**src/ext_bus_pkg.sv**
```systemverilog
// constants and types shared by the expansion bus wait-state controller
package ext_bus_pkg;
  // register byte addresses on the AXI4-Lite slave
  localparam logic [7:0] ADDR_CTRL = 8'h00;
  localparam logic [7:0] ADDR_ATTR0 = 8'h04;
  localparam logic [7:0] ADDR_ATTR1 = 8'h08;
  localparam logic [7:0] ADDR_ATTR2 = 8'h0C;
  localparam logic [7:0] ADDR_ATTR3 = 8'h10;
  localparam int NUM_AREAS = 4;
  // bus_control field positions
  localparam int REQ_HOLD_BIT = 23;
  localparam int LOCK_HOLD_BIT = 22;
  localparam int MASTER_STATE_BIT = 21;
  localparam int DEFAULT_LSB = 16;
  localparam int AREA3_LSB = 13;
  localparam int AREA2_LSB = 10;
  localparam int AREA1_LSB = 5;
  localparam int AREA0_LSB = 0;
  localparam logic [23:0] CTRL_RESET = 24'h1FFFFF;
  // area_attribute_reg field positions
  localparam int ATTR_BASE_LSB = 12;
  localparam int ATTR_COUNT_LSB = 8;
  localparam int ATTR_DYN_BIT = 3;
  localparam logic [23:0] ATTR_RESET = 24'h000000;
  // memory space codes on the access port
  localparam logic [1:0] SPACE_X = 2'h0;
  localparam logic [1:0] SPACE_Y = 2'h1;
  localparam logic [1:0] SPACE_P = 2'h2;
  // trailing wait thresholds
  localparam logic [4:0] TRAIL_ONE_MIN = 5'h04;
  localparam logic [4:0] TRAIL_TWO_MIN = 5'h08;
  // AXI responses
  localparam logic [1:0] RESP_OKAY = 2'h0;
  localparam logic [1:0] RESP_SLVERR = 2'h2;
  typedef enum logic [1:0] {PH_IDLE, PH_ACCESS, PH_TRAIL} phase_t;
endpackage : ext_bus_pkg

```
**src/external_bus_unit.sv**
```systemverilog
// expansion port controller: bus control register, area decode, wait states
//
// The placing of the registers and register access over AXI4-Lite were chosen for this implementation.
`timescale 1ns/1ps
`default_nettype none
module external_bus_unit #(
  parameter int ADDR_W = 8,
  parameter logic [4:0] DYN_WAITS = 5'h01
) (
  input wire logic core_clk,
  input wire logic arst_n,
  input wire logic [ADDR_W-1:0] s_axi_awaddr,
  input wire logic s_axi_awvalid,
  output logic s_axi_awready,
  input wire logic [31:0] s_axi_wdata,
  input wire logic [3:0] s_axi_wstrb,
  input wire logic s_axi_wvalid,
  output logic s_axi_wready,
  output logic [1:0] s_axi_bresp,
  output logic s_axi_bvalid,
  input wire logic s_axi_bready,
  input wire logic [ADDR_W-1:0] s_axi_araddr,
  input wire logic s_axi_arvalid,
  output logic s_axi_arready,
  output logic [31:0] s_axi_rdata,
  output logic [1:0] s_axi_rresp,
  output logic s_axi_rvalid,
  input wire logic s_axi_rready,
  input wire logic accReq,
  input wire logic [23:0] accAddr,
  input wire logic [1:0] accSpace,
  input wire logic accRmw,
  output logic accDone,
  input wire logic busGrant,
  output logic busRequestOut,
  output logic busLockOut,
  output logic [23:0] memAddr,
  output logic memDynamic,
  output logic memActive,
  output logic memRelease
);
  typedef struct packed {
    logic [23:0] ctrl;
    logic [ext_bus_pkg::NUM_AREAS-1:0][23:0] attr;
    logic awHeld;
    logic [ADDR_W-1:0] awAddr;
    logic wHeld;
    logic [31:0] wData;
    logic [3:0] wStrb;
    logic bvalid;
    logic [1:0] bresp;
    logic rvalid;
    logic [31:0] rdata;
    logic [1:0] rresp;
    ext_bus_pkg::phase_t phase;
    logic [4:0] curWaits;
    logic [1:0] curTrail;
    logic curRmw;
    logic master;
    logic [23:0] addr;
    logic dyn;
  } unit_t;
  unit_t st;
  unit_t next_st;

  logic [ext_bus_pkg::NUM_AREAS-1:0] hit;
  logic [ext_bus_pkg::NUM_AREAS-1:0] dynArea;
  logic [4:0] selWaits;
  logic selDyn;
  logic [1:0] selTrail;
  logic start;
  logic waitLast;
  logic trailLast;
  logic [31:0] merged;
  logic [5:0] wIdx;
  logic [5:0] rIdx;

  // one comparator per attribute-defined area
  for (genvar g = 0; g < ext_bus_pkg::NUM_AREAS; g++) begin : g_area
    area_match u_match (
      .attr(st.attr[g]),
      .addr(accAddr),
      .space(accSpace),
      .hit(hit[g]),
      .dynamic(dynArea[g])
    );
  end

  // pick the wait count of the lowest numbered hit, else the default area
  always_comb begin
    selDyn = 1'b0;
    selWaits = st.ctrl[ext_bus_pkg::DEFAULT_LSB +: 5];
    if (hit[0]) begin
      selDyn = dynArea[0];
      selWaits = st.ctrl[ext_bus_pkg::AREA0_LSB +: 5];
    end else if (hit[1]) begin
      selDyn = dynArea[1];
      selWaits = st.ctrl[ext_bus_pkg::AREA1_LSB +: 5];
    end else if (hit[2]) begin
      selDyn = dynArea[2];
      selWaits = {2'b00, st.ctrl[ext_bus_pkg::AREA2_LSB +: 3]};
    end else if (hit[3]) begin
      selDyn = dynArea[3];
      selWaits = {2'b00, st.ctrl[ext_bus_pkg::AREA3_LSB +: 3]};
    end
    if (selDyn) begin
      selWaits = DYN_WAITS; // dynamic accesses ignore the wait fields
      selTrail = 2'h0;
    end else if (selWaits >= ext_bus_pkg::TRAIL_TWO_MIN) begin
      selTrail = 2'h2;
    end else if (selWaits >= ext_bus_pkg::TRAIL_ONE_MIN) begin
      selTrail = 2'h1;
    end else begin
      selTrail = 2'h0;
    end
  end

  // the next access begins only from idle, with mastership held
  assign start = (st.phase == ext_bus_pkg::PH_IDLE) && accReq && busGrant;

  wait_timer #(.WIDTH(5)) u_access (
    .core_clk(core_clk),
    .arst_n(arst_n),
    .load(start),
    .loadValue(selWaits),
    .last(waitLast)
  );

  wait_timer #(.WIDTH(2)) u_trail (
    .core_clk(core_clk),
    .arst_n(arst_n),
    .load(accDone && (st.curTrail != 2'h0)),
    .loadValue(st.curTrail),
    .last(trailLast)
  );

  // byte-lane merge of held write data
  always_comb begin
    for (int b = 0; b < 4; b++) begin
      merged[8*b +: 8] = st.wStrb[b] ? st.wData[8*b +: 8] : 8'h00;
    end
    wIdx = st.awAddr[7:2];
    rIdx = s_axi_araddr[7:2];
  end

  // register slave, access sequencer and mastership tracking
  always_comb begin
    logic [23:0] old;
    old = 24'h000000;
    next_st = st;
    next_st.master = busGrant;
    if (s_axi_awvalid && s_axi_awready) begin
      next_st.awHeld = 1'b1;
      next_st.awAddr = s_axi_awaddr;
    end
    if (s_axi_wvalid && s_axi_wready) begin
      next_st.wHeld = 1'b1;
      next_st.wData = s_axi_wdata;
      next_st.wStrb = s_axi_wstrb;
    end
    if (st.awHeld && st.wHeld && !st.bvalid) begin
      next_st.awHeld = 1'b0;
      next_st.wHeld = 1'b0;
      next_st.bvalid = 1'b1;
      next_st.bresp = ext_bus_pkg::RESP_OKAY;
      if (wIdx == ext_bus_pkg::ADDR_CTRL[7:2]) begin
        old = st.ctrl;
        for (int b = 0; b < 3; b++) begin
          if (st.wStrb[b]) old[8*b +: 8] = merged[8*b +: 8];
        end
        old[ext_bus_pkg::MASTER_STATE_BIT] = 1'b0;
        next_st.ctrl = old;
      end else if (wIdx inside {[ext_bus_pkg::ADDR_ATTR0[7:2]:ext_bus_pkg::ADDR_ATTR3[7:2]]}) begin
        old = st.attr[wIdx[1:0] - 2'h1];
        for (int b = 0; b < 3; b++) begin
          if (st.wStrb[b]) old[8*b +: 8] = merged[8*b +: 8];
        end
        next_st.attr[wIdx[1:0] - 2'h1] = old;
      end else begin
        next_st.bresp = ext_bus_pkg::RESP_SLVERR;
      end
    end
    if (st.bvalid && s_axi_bready) begin
      next_st.bvalid = 1'b0;
    end
    if (s_axi_arvalid && s_axi_arready) begin
      next_st.rvalid = 1'b1;
      next_st.rresp = ext_bus_pkg::RESP_OKAY;
      next_st.rdata = 32'h00000000;
      if (rIdx == ext_bus_pkg::ADDR_CTRL[7:2]) begin
        next_st.rdata = {8'h00, st.ctrl};
        next_st.rdata[ext_bus_pkg::MASTER_STATE_BIT] = st.master;
      end else if (rIdx inside {[ext_bus_pkg::ADDR_ATTR0[7:2]:ext_bus_pkg::ADDR_ATTR3[7:2]]}) begin
        next_st.rdata = {8'h00, st.attr[rIdx[1:0] - 2'h1]};
      end else begin
        next_st.rresp = ext_bus_pkg::RESP_SLVERR;
      end
    end else if (st.rvalid && s_axi_rready) begin
      next_st.rvalid = 1'b0;
    end
    unique case (st.phase)
      ext_bus_pkg::PH_IDLE: begin
        if (start) begin
          next_st.phase = ext_bus_pkg::PH_ACCESS;
          next_st.curWaits = selWaits;
          next_st.curTrail = selTrail;
          next_st.curRmw = accRmw;
          next_st.addr = accAddr;
          next_st.dyn = selDyn;
        end
      end
      ext_bus_pkg::PH_ACCESS: begin
        if (waitLast) begin
          next_st.phase = (st.curTrail != 2'h0) ? ext_bus_pkg::PH_TRAIL : ext_bus_pkg::PH_IDLE;
          if (st.curTrail == 2'h0) next_st.curRmw = 1'b0;
        end
      end
      ext_bus_pkg::PH_TRAIL: begin
        if (trailLast) begin
          next_st.phase = ext_bus_pkg::PH_IDLE;
          next_st.curRmw = 1'b0;
        end
      end
    endcase
  end

  always_ff @(posedge core_clk or negedge arst_n) begin
    if (!arst_n) begin
      st <= '0;
      st.ctrl <= ext_bus_pkg::CTRL_RESET;
      st.attr <= {ext_bus_pkg::NUM_AREAS{ext_bus_pkg::ATTR_RESET}};
    end else begin
      st <= next_st;
    end
  end

  // bus slave handshakes: one write and one read in flight
  assign s_axi_awready = !st.awHeld && !st.bvalid;
  assign s_axi_wready = !st.wHeld && !st.bvalid;
  assign s_axi_bvalid = st.bvalid;
  assign s_axi_bresp = st.bresp;
  assign s_axi_arready = !st.rvalid;
  assign s_axi_rvalid = st.rvalid;
  assign s_axi_rdata = st.rdata;
  assign s_axi_rresp = st.rresp;

  // expansion port pins; the transfer completes at the last wait state
  assign accDone = (st.phase == ext_bus_pkg::PH_ACCESS) && waitLast;
  assign memActive = (st.phase == ext_bus_pkg::PH_ACCESS);
  assign memRelease = (st.phase == ext_bus_pkg::PH_TRAIL);
  assign memAddr = st.addr;
  assign memDynamic = st.dyn;
  assign busRequestOut = st.ctrl[ext_bus_pkg::REQ_HOLD_BIT] || accReq
    || (st.phase != ext_bus_pkg::PH_IDLE);
  assign busLockOut = st.ctrl[ext_bus_pkg::LOCK_HOLD_BIT] || (accReq && accRmw)
    || st.curRmw;

  // helper counters for the checks below
  logic [5:0] accCycles;
  logic [2:0] trailCycles;
  always_ff @(posedge core_clk or negedge arst_n) begin
    if (!arst_n) begin
      accCycles <= 6'h00;
      trailCycles <= 3'h0;
    end else begin
      accCycles <= memActive ? accCycles + 6'h01 : 6'h00;
      trailCycles <= memRelease ? trailCycles + 3'h1 : 3'h0;
    end
  end
endmodule : external_bus_unit
`default_nettype wire

```
**src/area_match.sv**
```systemverilog
// address comparator for one attribute-defined area
`timescale 1ns/1ps
`default_nettype none
module area_match (
  input wire logic [23:0] attr,
  input wire logic [23:0] addr,
  input wire logic [1:0] space,
  output logic hit,
  output logic dynamic
);
  logic [11:0] mask;
  logic [3:0] count;
  logic spaceOn;

  // compare the top 'count' address bits against the programmed base
  always_comb begin
    count = attr[ext_bus_pkg::ATTR_COUNT_LSB +: 4];
    for (int i = 0; i < 12; i++) begin
      mask[i] = (32'(i) >= 32'(12) - 32'(count));
    end
    unique case (space)
      ext_bus_pkg::SPACE_X: spaceOn = attr[0];
      ext_bus_pkg::SPACE_Y: spaceOn = attr[1];
      ext_bus_pkg::SPACE_P: spaceOn = attr[2];
      default: spaceOn = 1'b0;
    endcase
    hit = spaceOn && (((addr[23:12] ^ attr[ext_bus_pkg::ATTR_BASE_LSB +: 12]) & mask) == 12'h000);
    dynamic = attr[ext_bus_pkg::ATTR_DYN_BIT];
  end
endmodule : area_match
`default_nettype wire

```
**src/wait_timer.sv**
```systemverilog
// loadable down-counter marking the last of a run of wait cycles
`timescale 1ns/1ps
`default_nettype none
module wait_timer #(
  parameter int WIDTH = 5
) (
  input wire logic core_clk,
  input wire logic arst_n,
  input wire logic load,
  input wire logic [WIDTH-1:0] loadValue,
  output logic last
);
  typedef struct packed {
    logic [WIDTH-1:0] count;
  } timer_t;
  timer_t st;
  timer_t next_st;

  // load wins; otherwise count down to zero and stop
  always_comb begin
    next_st = st;
    if (load) begin
      next_st.count = loadValue;
    end else if (st.count != '0) begin
      next_st.count = st.count - 1'b1;
    end
  end

  always_ff @(posedge core_clk or negedge arst_n) begin
    if (!arst_n) begin
      st <= '0;
    end else begin
      st <= next_st;
    end
  end

  assign last = (st.count == WIDTH'(1));
endmodule : wait_timer
`default_nettype wire

```
**config.mk**
```make
export PLATFORM = sky130hd
export DESIGN_NAME = external_bus_unit
export DESIGN_NICKNAME = d
export VERILOG_FILES = /design/src/ext_bus_pkg.sv /design/src/external_bus_unit.sv /design/src/area_match.sv /design/src/wait_timer.sv
export SDC_FILE = /design/constraint.sdc
export NUM_CORES = 1
export LEC_CHECK = 0
export ABC_AREA = 1
export ABC_CLOCK_PERIOD_IN_PS = 3400
export BUFFER_PORTS_ARGS = -buffer_cell sky130_fd_sc_hd__buf_2
export CELL_PAD_IN_SITES_DETAIL_PLACEMENT = 0
export CELL_PAD_IN_SITES_GLOBAL_PLACEMENT = 1
export CORE_MARGIN = 8
export CORE_UTILIZATION = 47
export CTS_BUF_LIST = sky130_fd_sc_hd__clkbuf_8 sky130_fd_sc_hd__clkbuf_16
export CTS_CLUSTER_DIAMETER = 120
export DETAILED_ROUTE_END_ITERATION = 16
export PLACE_DENSITY = 0.95
export SLEW_MARGIN = 5
export SYNTH_ARGS = -nofsm -noshare
export SYNTH_HDL_FRONTEND = slang
export SYNTH_SLANG_ARGS = --single-unit
export TNS_END_PERCENT = 30
```
**constraint.sdc**
```tcl
create_clock -name core_clk -period 3.4 [get_ports core_clk]
set_input_delay 0.17 -clock core_clk [delete_from_list [all_inputs] [get_ports core_clk]]
set_output_delay 0.17 -clock core_clk [all_outputs]
set_load 0.01 [all_outputs]
```
# Word-level counts from Yosys, hierarchy flattened
# Cells that the tools add are included.
# op_classes
n_addsub,8
multipliers,0
n_div,0
magnitude_cmp,57
eq_ne,10
n_shift,0
n_mux,62
bitwise_logic,9
n_reduce_logical,55
# ops
op,n
$ge A3 B32 Y1 const A,16
$ge A4 B32 Y1 const A,16
$ge A1 B32 Y1 const A,8
$ge A2 B32 Y1 const A,8
$mux W24,5
$bmux W24 S2,2
$bwmux W96,1
$mux W8,12
$and A12 B12 Y12,4
$demux W24 S2,1
$logic_not A12 Y1,4
$xor A12 B12 Y12,4
$mux W37,1
$mux W5,7
$mux W2,11
$logic_and A1 B1 Y1,21
$sub A4 B4 Y5 const A,4
$reduce_bool A2 Y1,9
$pmux W1 S3,5
$reduce_and A3 Y1,5
$mux W1,13
$ge A6 B1 Y1 const B,2
$le A6 B3 Y1 const B,2
$logic_not A6 Y1,2
22 further kinds,38
# totals
reg_bits,246
latchBits,0
ram_bits,0
mem_bits_ro,0
in_bits,88
wordCells,227
n_memories,0

# Longest topological paths before layout
# depth
depth_word,15
ltp_mapped,21

# By module
# From an unflattened synthesis, not the netlist that was laid out.
# unflattened
hier_cells,1927
hier_area_um2,13511.7
# modules_own_cells
module,n_inst,cells_each,area_each_um2,seq_area_each_um2
external_bus_unit,1,1507,11298.3,5356.4
area_match,4,89,435.4,0.0
wait_timer at u_access,1,47,340.3,125.1
wait_timer at u_trail,1,17,131.4,50.0

# Worst setup path before layout
# OpenSTA, ideal clock, no wires.
# synth_path
path_kind,register to register
startpoint,register st[113] (netlist bit)
endpoint,"register, netlist name st[133]"
setup_ns,0.125
t_arrival_ns,2.168
required_ns,3.275
slack_ns,1.107
stages_incl_launch_ff,11
cell_sequence,dfrtp_1 -> inv_1 -> clkbuf_1 -> ha_1 -> clkbuf_1 -> inv_1 -> buf_1 -> a21oi_1 -> o21ai_0 -> a31oi_1 -> mux2_2
# synth_between
elab_chain_len,8
word_cells_on_any_way,19
classes_between,add/sub: 1; order compare: 4; mux: 9; bitwise: 1; reduce/logical: 4
# synth_rtl
element,line,rtl
from (decl),external_bus_unit.sv:63,unit_t st;
from (signal assigned),external_bus_unit.sv:233,st <= next_st;
$sub A2 B1 Y2,"external_bus_unit.sv:174, external_bus_unit.sv:178",
$bmux W24 S2,external_bus_unit.sv:174,old = st.attr[wIdx[1:0] - 2'h1];
$mux W24 (implied by the code),external_bus_unit.sv:174,
$mux W8,external_bus_unit.sv:176,if (st.wStrb[b]) old[8*b +: 8] = merged[8*b +: 8];
$mux W8,external_bus_unit.sv:173,end else if (wIdx inside {[ext_bus_pkg::ADDR_ATTR0[7:2]:ext_bus_pkg::ADDR_ATTR3[7:2]]}) begin
$mux W8,external_bus_unit.sv:166,if (wIdx == ext_bus_pkg::ADDR_CTRL[7:2]) begin
$mux W8,external_bus_unit.sv:161,if (st.awHeld && st.wHeld && !st.bvalid) begin
$bwmux W96,external_bus_unit.sv:178,next_st.attr[wIdx[1:0] - 2'h1] = old;
# Several ways; a longest one is shown, not always the timed one. The select of a mux whose other input is x is not followed.
# A chain may end at the register's enable or synchronous reset.

# Worst setup path in the final report
# layout_path
startpoint,register st[114] (netlist bit)
endpoint,"register, netlist name st[131]"
# layout_between
elab_chain_len,8
word_cells_on_any_way,19
classes_between,add/sub: 1; order compare: 4; mux: 9; bitwise: 1; reduce/logical: 4
# layout_rtl
element,line
$sub A2 B1 Y2,"external_bus_unit.sv:174, external_bus_unit.sv:178"
$bmux W24 S2,external_bus_unit.sv:174
$mux W24 (implied by the code),external_bus_unit.sv:174
$mux W8,external_bus_unit.sv:176
$mux W8,external_bus_unit.sv:173
$mux W8,external_bus_unit.sv:166
$mux W8,external_bus_unit.sv:161
$bwmux W96,external_bus_unit.sv:178
# Several ways; a longest one is shown, not always the timed one. The select of a mux whose other input is x is not followed.

==> impl_metrics.yaml <==
status:
  outcome: "completed"
yosys:
  async_flop_share_pct: 100
  yosysTopAreaCell: "dfrtp_1"
  synth-edff-count: 0
  yosysTopAreaCellShare_pct: 39.0
  synthesis.area_sq_um: 12800
  avgSynthCellArea_sq_um: 7.63
  synth_cell_types: 42
  synthFlopType: "dfrtp_1"
  ys_seq_area_share_pct: 43.4
  ys_ff_latch: 220
  synth.area.top_cells: "dfrtp_1, nand2_1, o21ai_0, a21oi_1, inv_1"
  yosysWarnings: 0
  syn-instance-count: 1671
floorplan:
  core_area_sq_um: 26800
  die_h_microns: 181
  start_util_pct: 47.6
  rows: 60
  die_area_sq_um: 32700
  fp.dieW_microns: 181
  io_pins: 159
clocking:
  clk_latency_ps: 530
  numClockSinks: 220
  cts_made_buffers: 25
  clk_pin_slew_ps: 60
  cts_tree: "done"
  post_cts_buffers: 0
  cts-root-buf: "clkbuf_16"
  h-tree-depth: 1
  clk_path_buf_depth: 3
setup_path:
  cp.required_ps: 3860
  endpoint: "st[131]"
  r2r_end: "st[131]"
  path_max_fanout: 25
  crit_path_start: "st[114]"
  reg2reg_setup_slack_ps: 660
  path_class: "register to register"
  crit_path_start_kind: "register"
  end_kind: "register"
  r2r_start: "st[114]"
  worstPathArrival_ps: 3190
  r2r_cells: 9
sta:
  max_slew_margin_pct: 36.1
  tightest_slew_ps: 959
  hold_viol: 0
  finalCritPeriodShare_pct: 80.5
  setup-violations-final: 0
  grt_setup_unrepaired: "no"
  skew_ps: 15.3
  drv_slew: 0
  worst_hold_slack_ps: 25.7
  finalSetupTns_ps: 0
  fmax_mhz: 365
  timing.final.crit_period_ps: 2740
routing:
  routed_wl_microns: 39700
  drtIter0Drc: 1210
  vias: 11800
  ant_nets: 0
  routedWlPerCell_microns: 18.5
  vias_per_cell: 5.52
  drc_errors: 0
  first_pass_iters: 5
pwr:
  power.share.clock_pct: 20.7
  ir_worst_vdd_v: 0.00105
  power_mw: 12.5
  power_frac_comb_pct: 44.3
  p_seq_share_pct: 34.9
  p_int_mw: 6.99
  leakage_nw: 7.24
  power_density_nw_per_um2: 850
  switching_power_mw: 5.49
  switching_share_pct: 44.0
cells_and_area:
  drive_gt1_share_pct: 15.8
  synthToLayoutAreaGrowth_pct: 15.0
  final_common_cell: "nand2_1"
  nNetsFinal: 1899
  layout_common_cells: "nand2_1, o21ai_0, dfrtp_1"
  num_antenna_cells: 0
job:
  drv_cap: 0
global_route:
  grt_pass1_wl_microns: 63300
  grt_use_total_pct: 24.0
  antenna_found_initial: 0
  grt-ovfl-total: 0
  grt_max_degree: 121
  grt_pass1_vias: 11400
place:
  place_congestion: 0.906
  dpl.hpwl_microns: 27400
  place.port_buffers: 135
worst_hold_path:
  hold_class: "input pin to register"
==> metrics by stage <==
stage	worst slack, ps	cell area, sq um	utilization [%]	instances
after CTS	749	14700	54.7	2139
after global routing	507	14700	54.7	2139
after detailed placement	756	13300	49.7	2038
final	663	14700	54.7	2139
after global placement	856	13300	49.7	2038
after floorplan	1110	12800	-	1680
==> flip-flops by register name, summed over array words and instances, names as in the netlist <==
register,flops
u_access.st,5
u_trail.st,2
memAddr,24
memDynamic,1
st,160
s_axi_bvalid,1
s_axi_rresp,1
s_axi_rdata,24
s_axi_rvalid,1
s_axi_bresp,1
==> area by class of cell <==
class | count | area (sq um)
Clock inverter | 15 | 87.6
Tap cell | 341 | 427
Inverter | 190 | 716
Clock buffer | 30 | 694
Multi-Input combinational cell | 1131 | 5780
Fill cell | 2516 | 12100
Sequential cell | 220 | 5530
Timing Repair Buffer | 212 | 1430
==> worst min path at each step <==
stage	from	endpoint	cells past startpoint
after floorplan	arst_n	memAddr[0]	0
after global placement	busGrant	st[25]	1
after detailed placement	busGrant	st[25]	1
after CTS	accAddr[23]	memAddr[23]	3
after global routing	accAddr[23]	memAddr[23]	3
final	accAddr[23]	memAddr[23]	3
==> synthesized netlist by cell type (all sizes together), types with 3 or more instances <==
library cell,instances
a31oi,25
nand2,401
nand3,60
inv,186
dfrtp,199
dfstp,21
ha,31
xnor2,4
a21oi,146
clkbuf,60
nor3,6
xor2,26
mux2,32
nor2,107
a22oi,16
buf,79
nand3b,3
clkinv,4
o211ai,4
o21ai,248
nand4,6
==> logic make-up after synthesis <==
kind of cell	Yosys count	synth area share, %
and+or+nand+nor	586	18.9
AOI/OAI and AO/OA	442	18.1
buffers and inverters	329	11.7
DFF	220	43.4
muxes	32	2.82
adders and majority gates	31	3.04
xor gates and xnor gates	30	2.06
other	1	0.0294
==> power by group through the flow <==
stage / clock, mW / sequential (mW) / combinational [mW]
after detailed placement: 0 / 4.38 / 5.38
after global placement: 0 / 4.33 / 5.26
after floorplan: 0 / 4.15 / 4.02
after CTS: 2.63 / 4.34 / 5.45
final: 2.59 / 4.36 / 5.53
after global routing: 2.74 / 4.46 / 6.23
==> per-layer routing <==
| metal | up-vias | wire [microns] | global-route usage, % | share of wire [%] |
|---|---|---|---|---|
| met2 | 547 | 18200 | 38.8 | 46 |
| met3 | 86 | 3420 | 3.95 | 8.6 |
| met4 | 0 | 1640 | 9.79 | 4.1 |
| met5 | - | 0 | 0 | 0 |
| li1 | 5587 | - | - | - |
| met1 | 5577 | 16400 | 31.7 | 41 |
==> worst max-delay path, cell delays in order, from the launching register on <==
cell and delay, ps:
dfrtp_1 370, inv_1 100, ha_1 290, buf_4 370, inv_1 340, buf_4 330, a21oi_1 140, o21ai_0 100
a31oi_1 370, mux2_2 240
==> repair_timing <==
action	CTS	global route
hold buffers	56	0
resized for setup	0	0
endpoints found under the hold margin	156	0
Power figures use the tool's default switching activity.
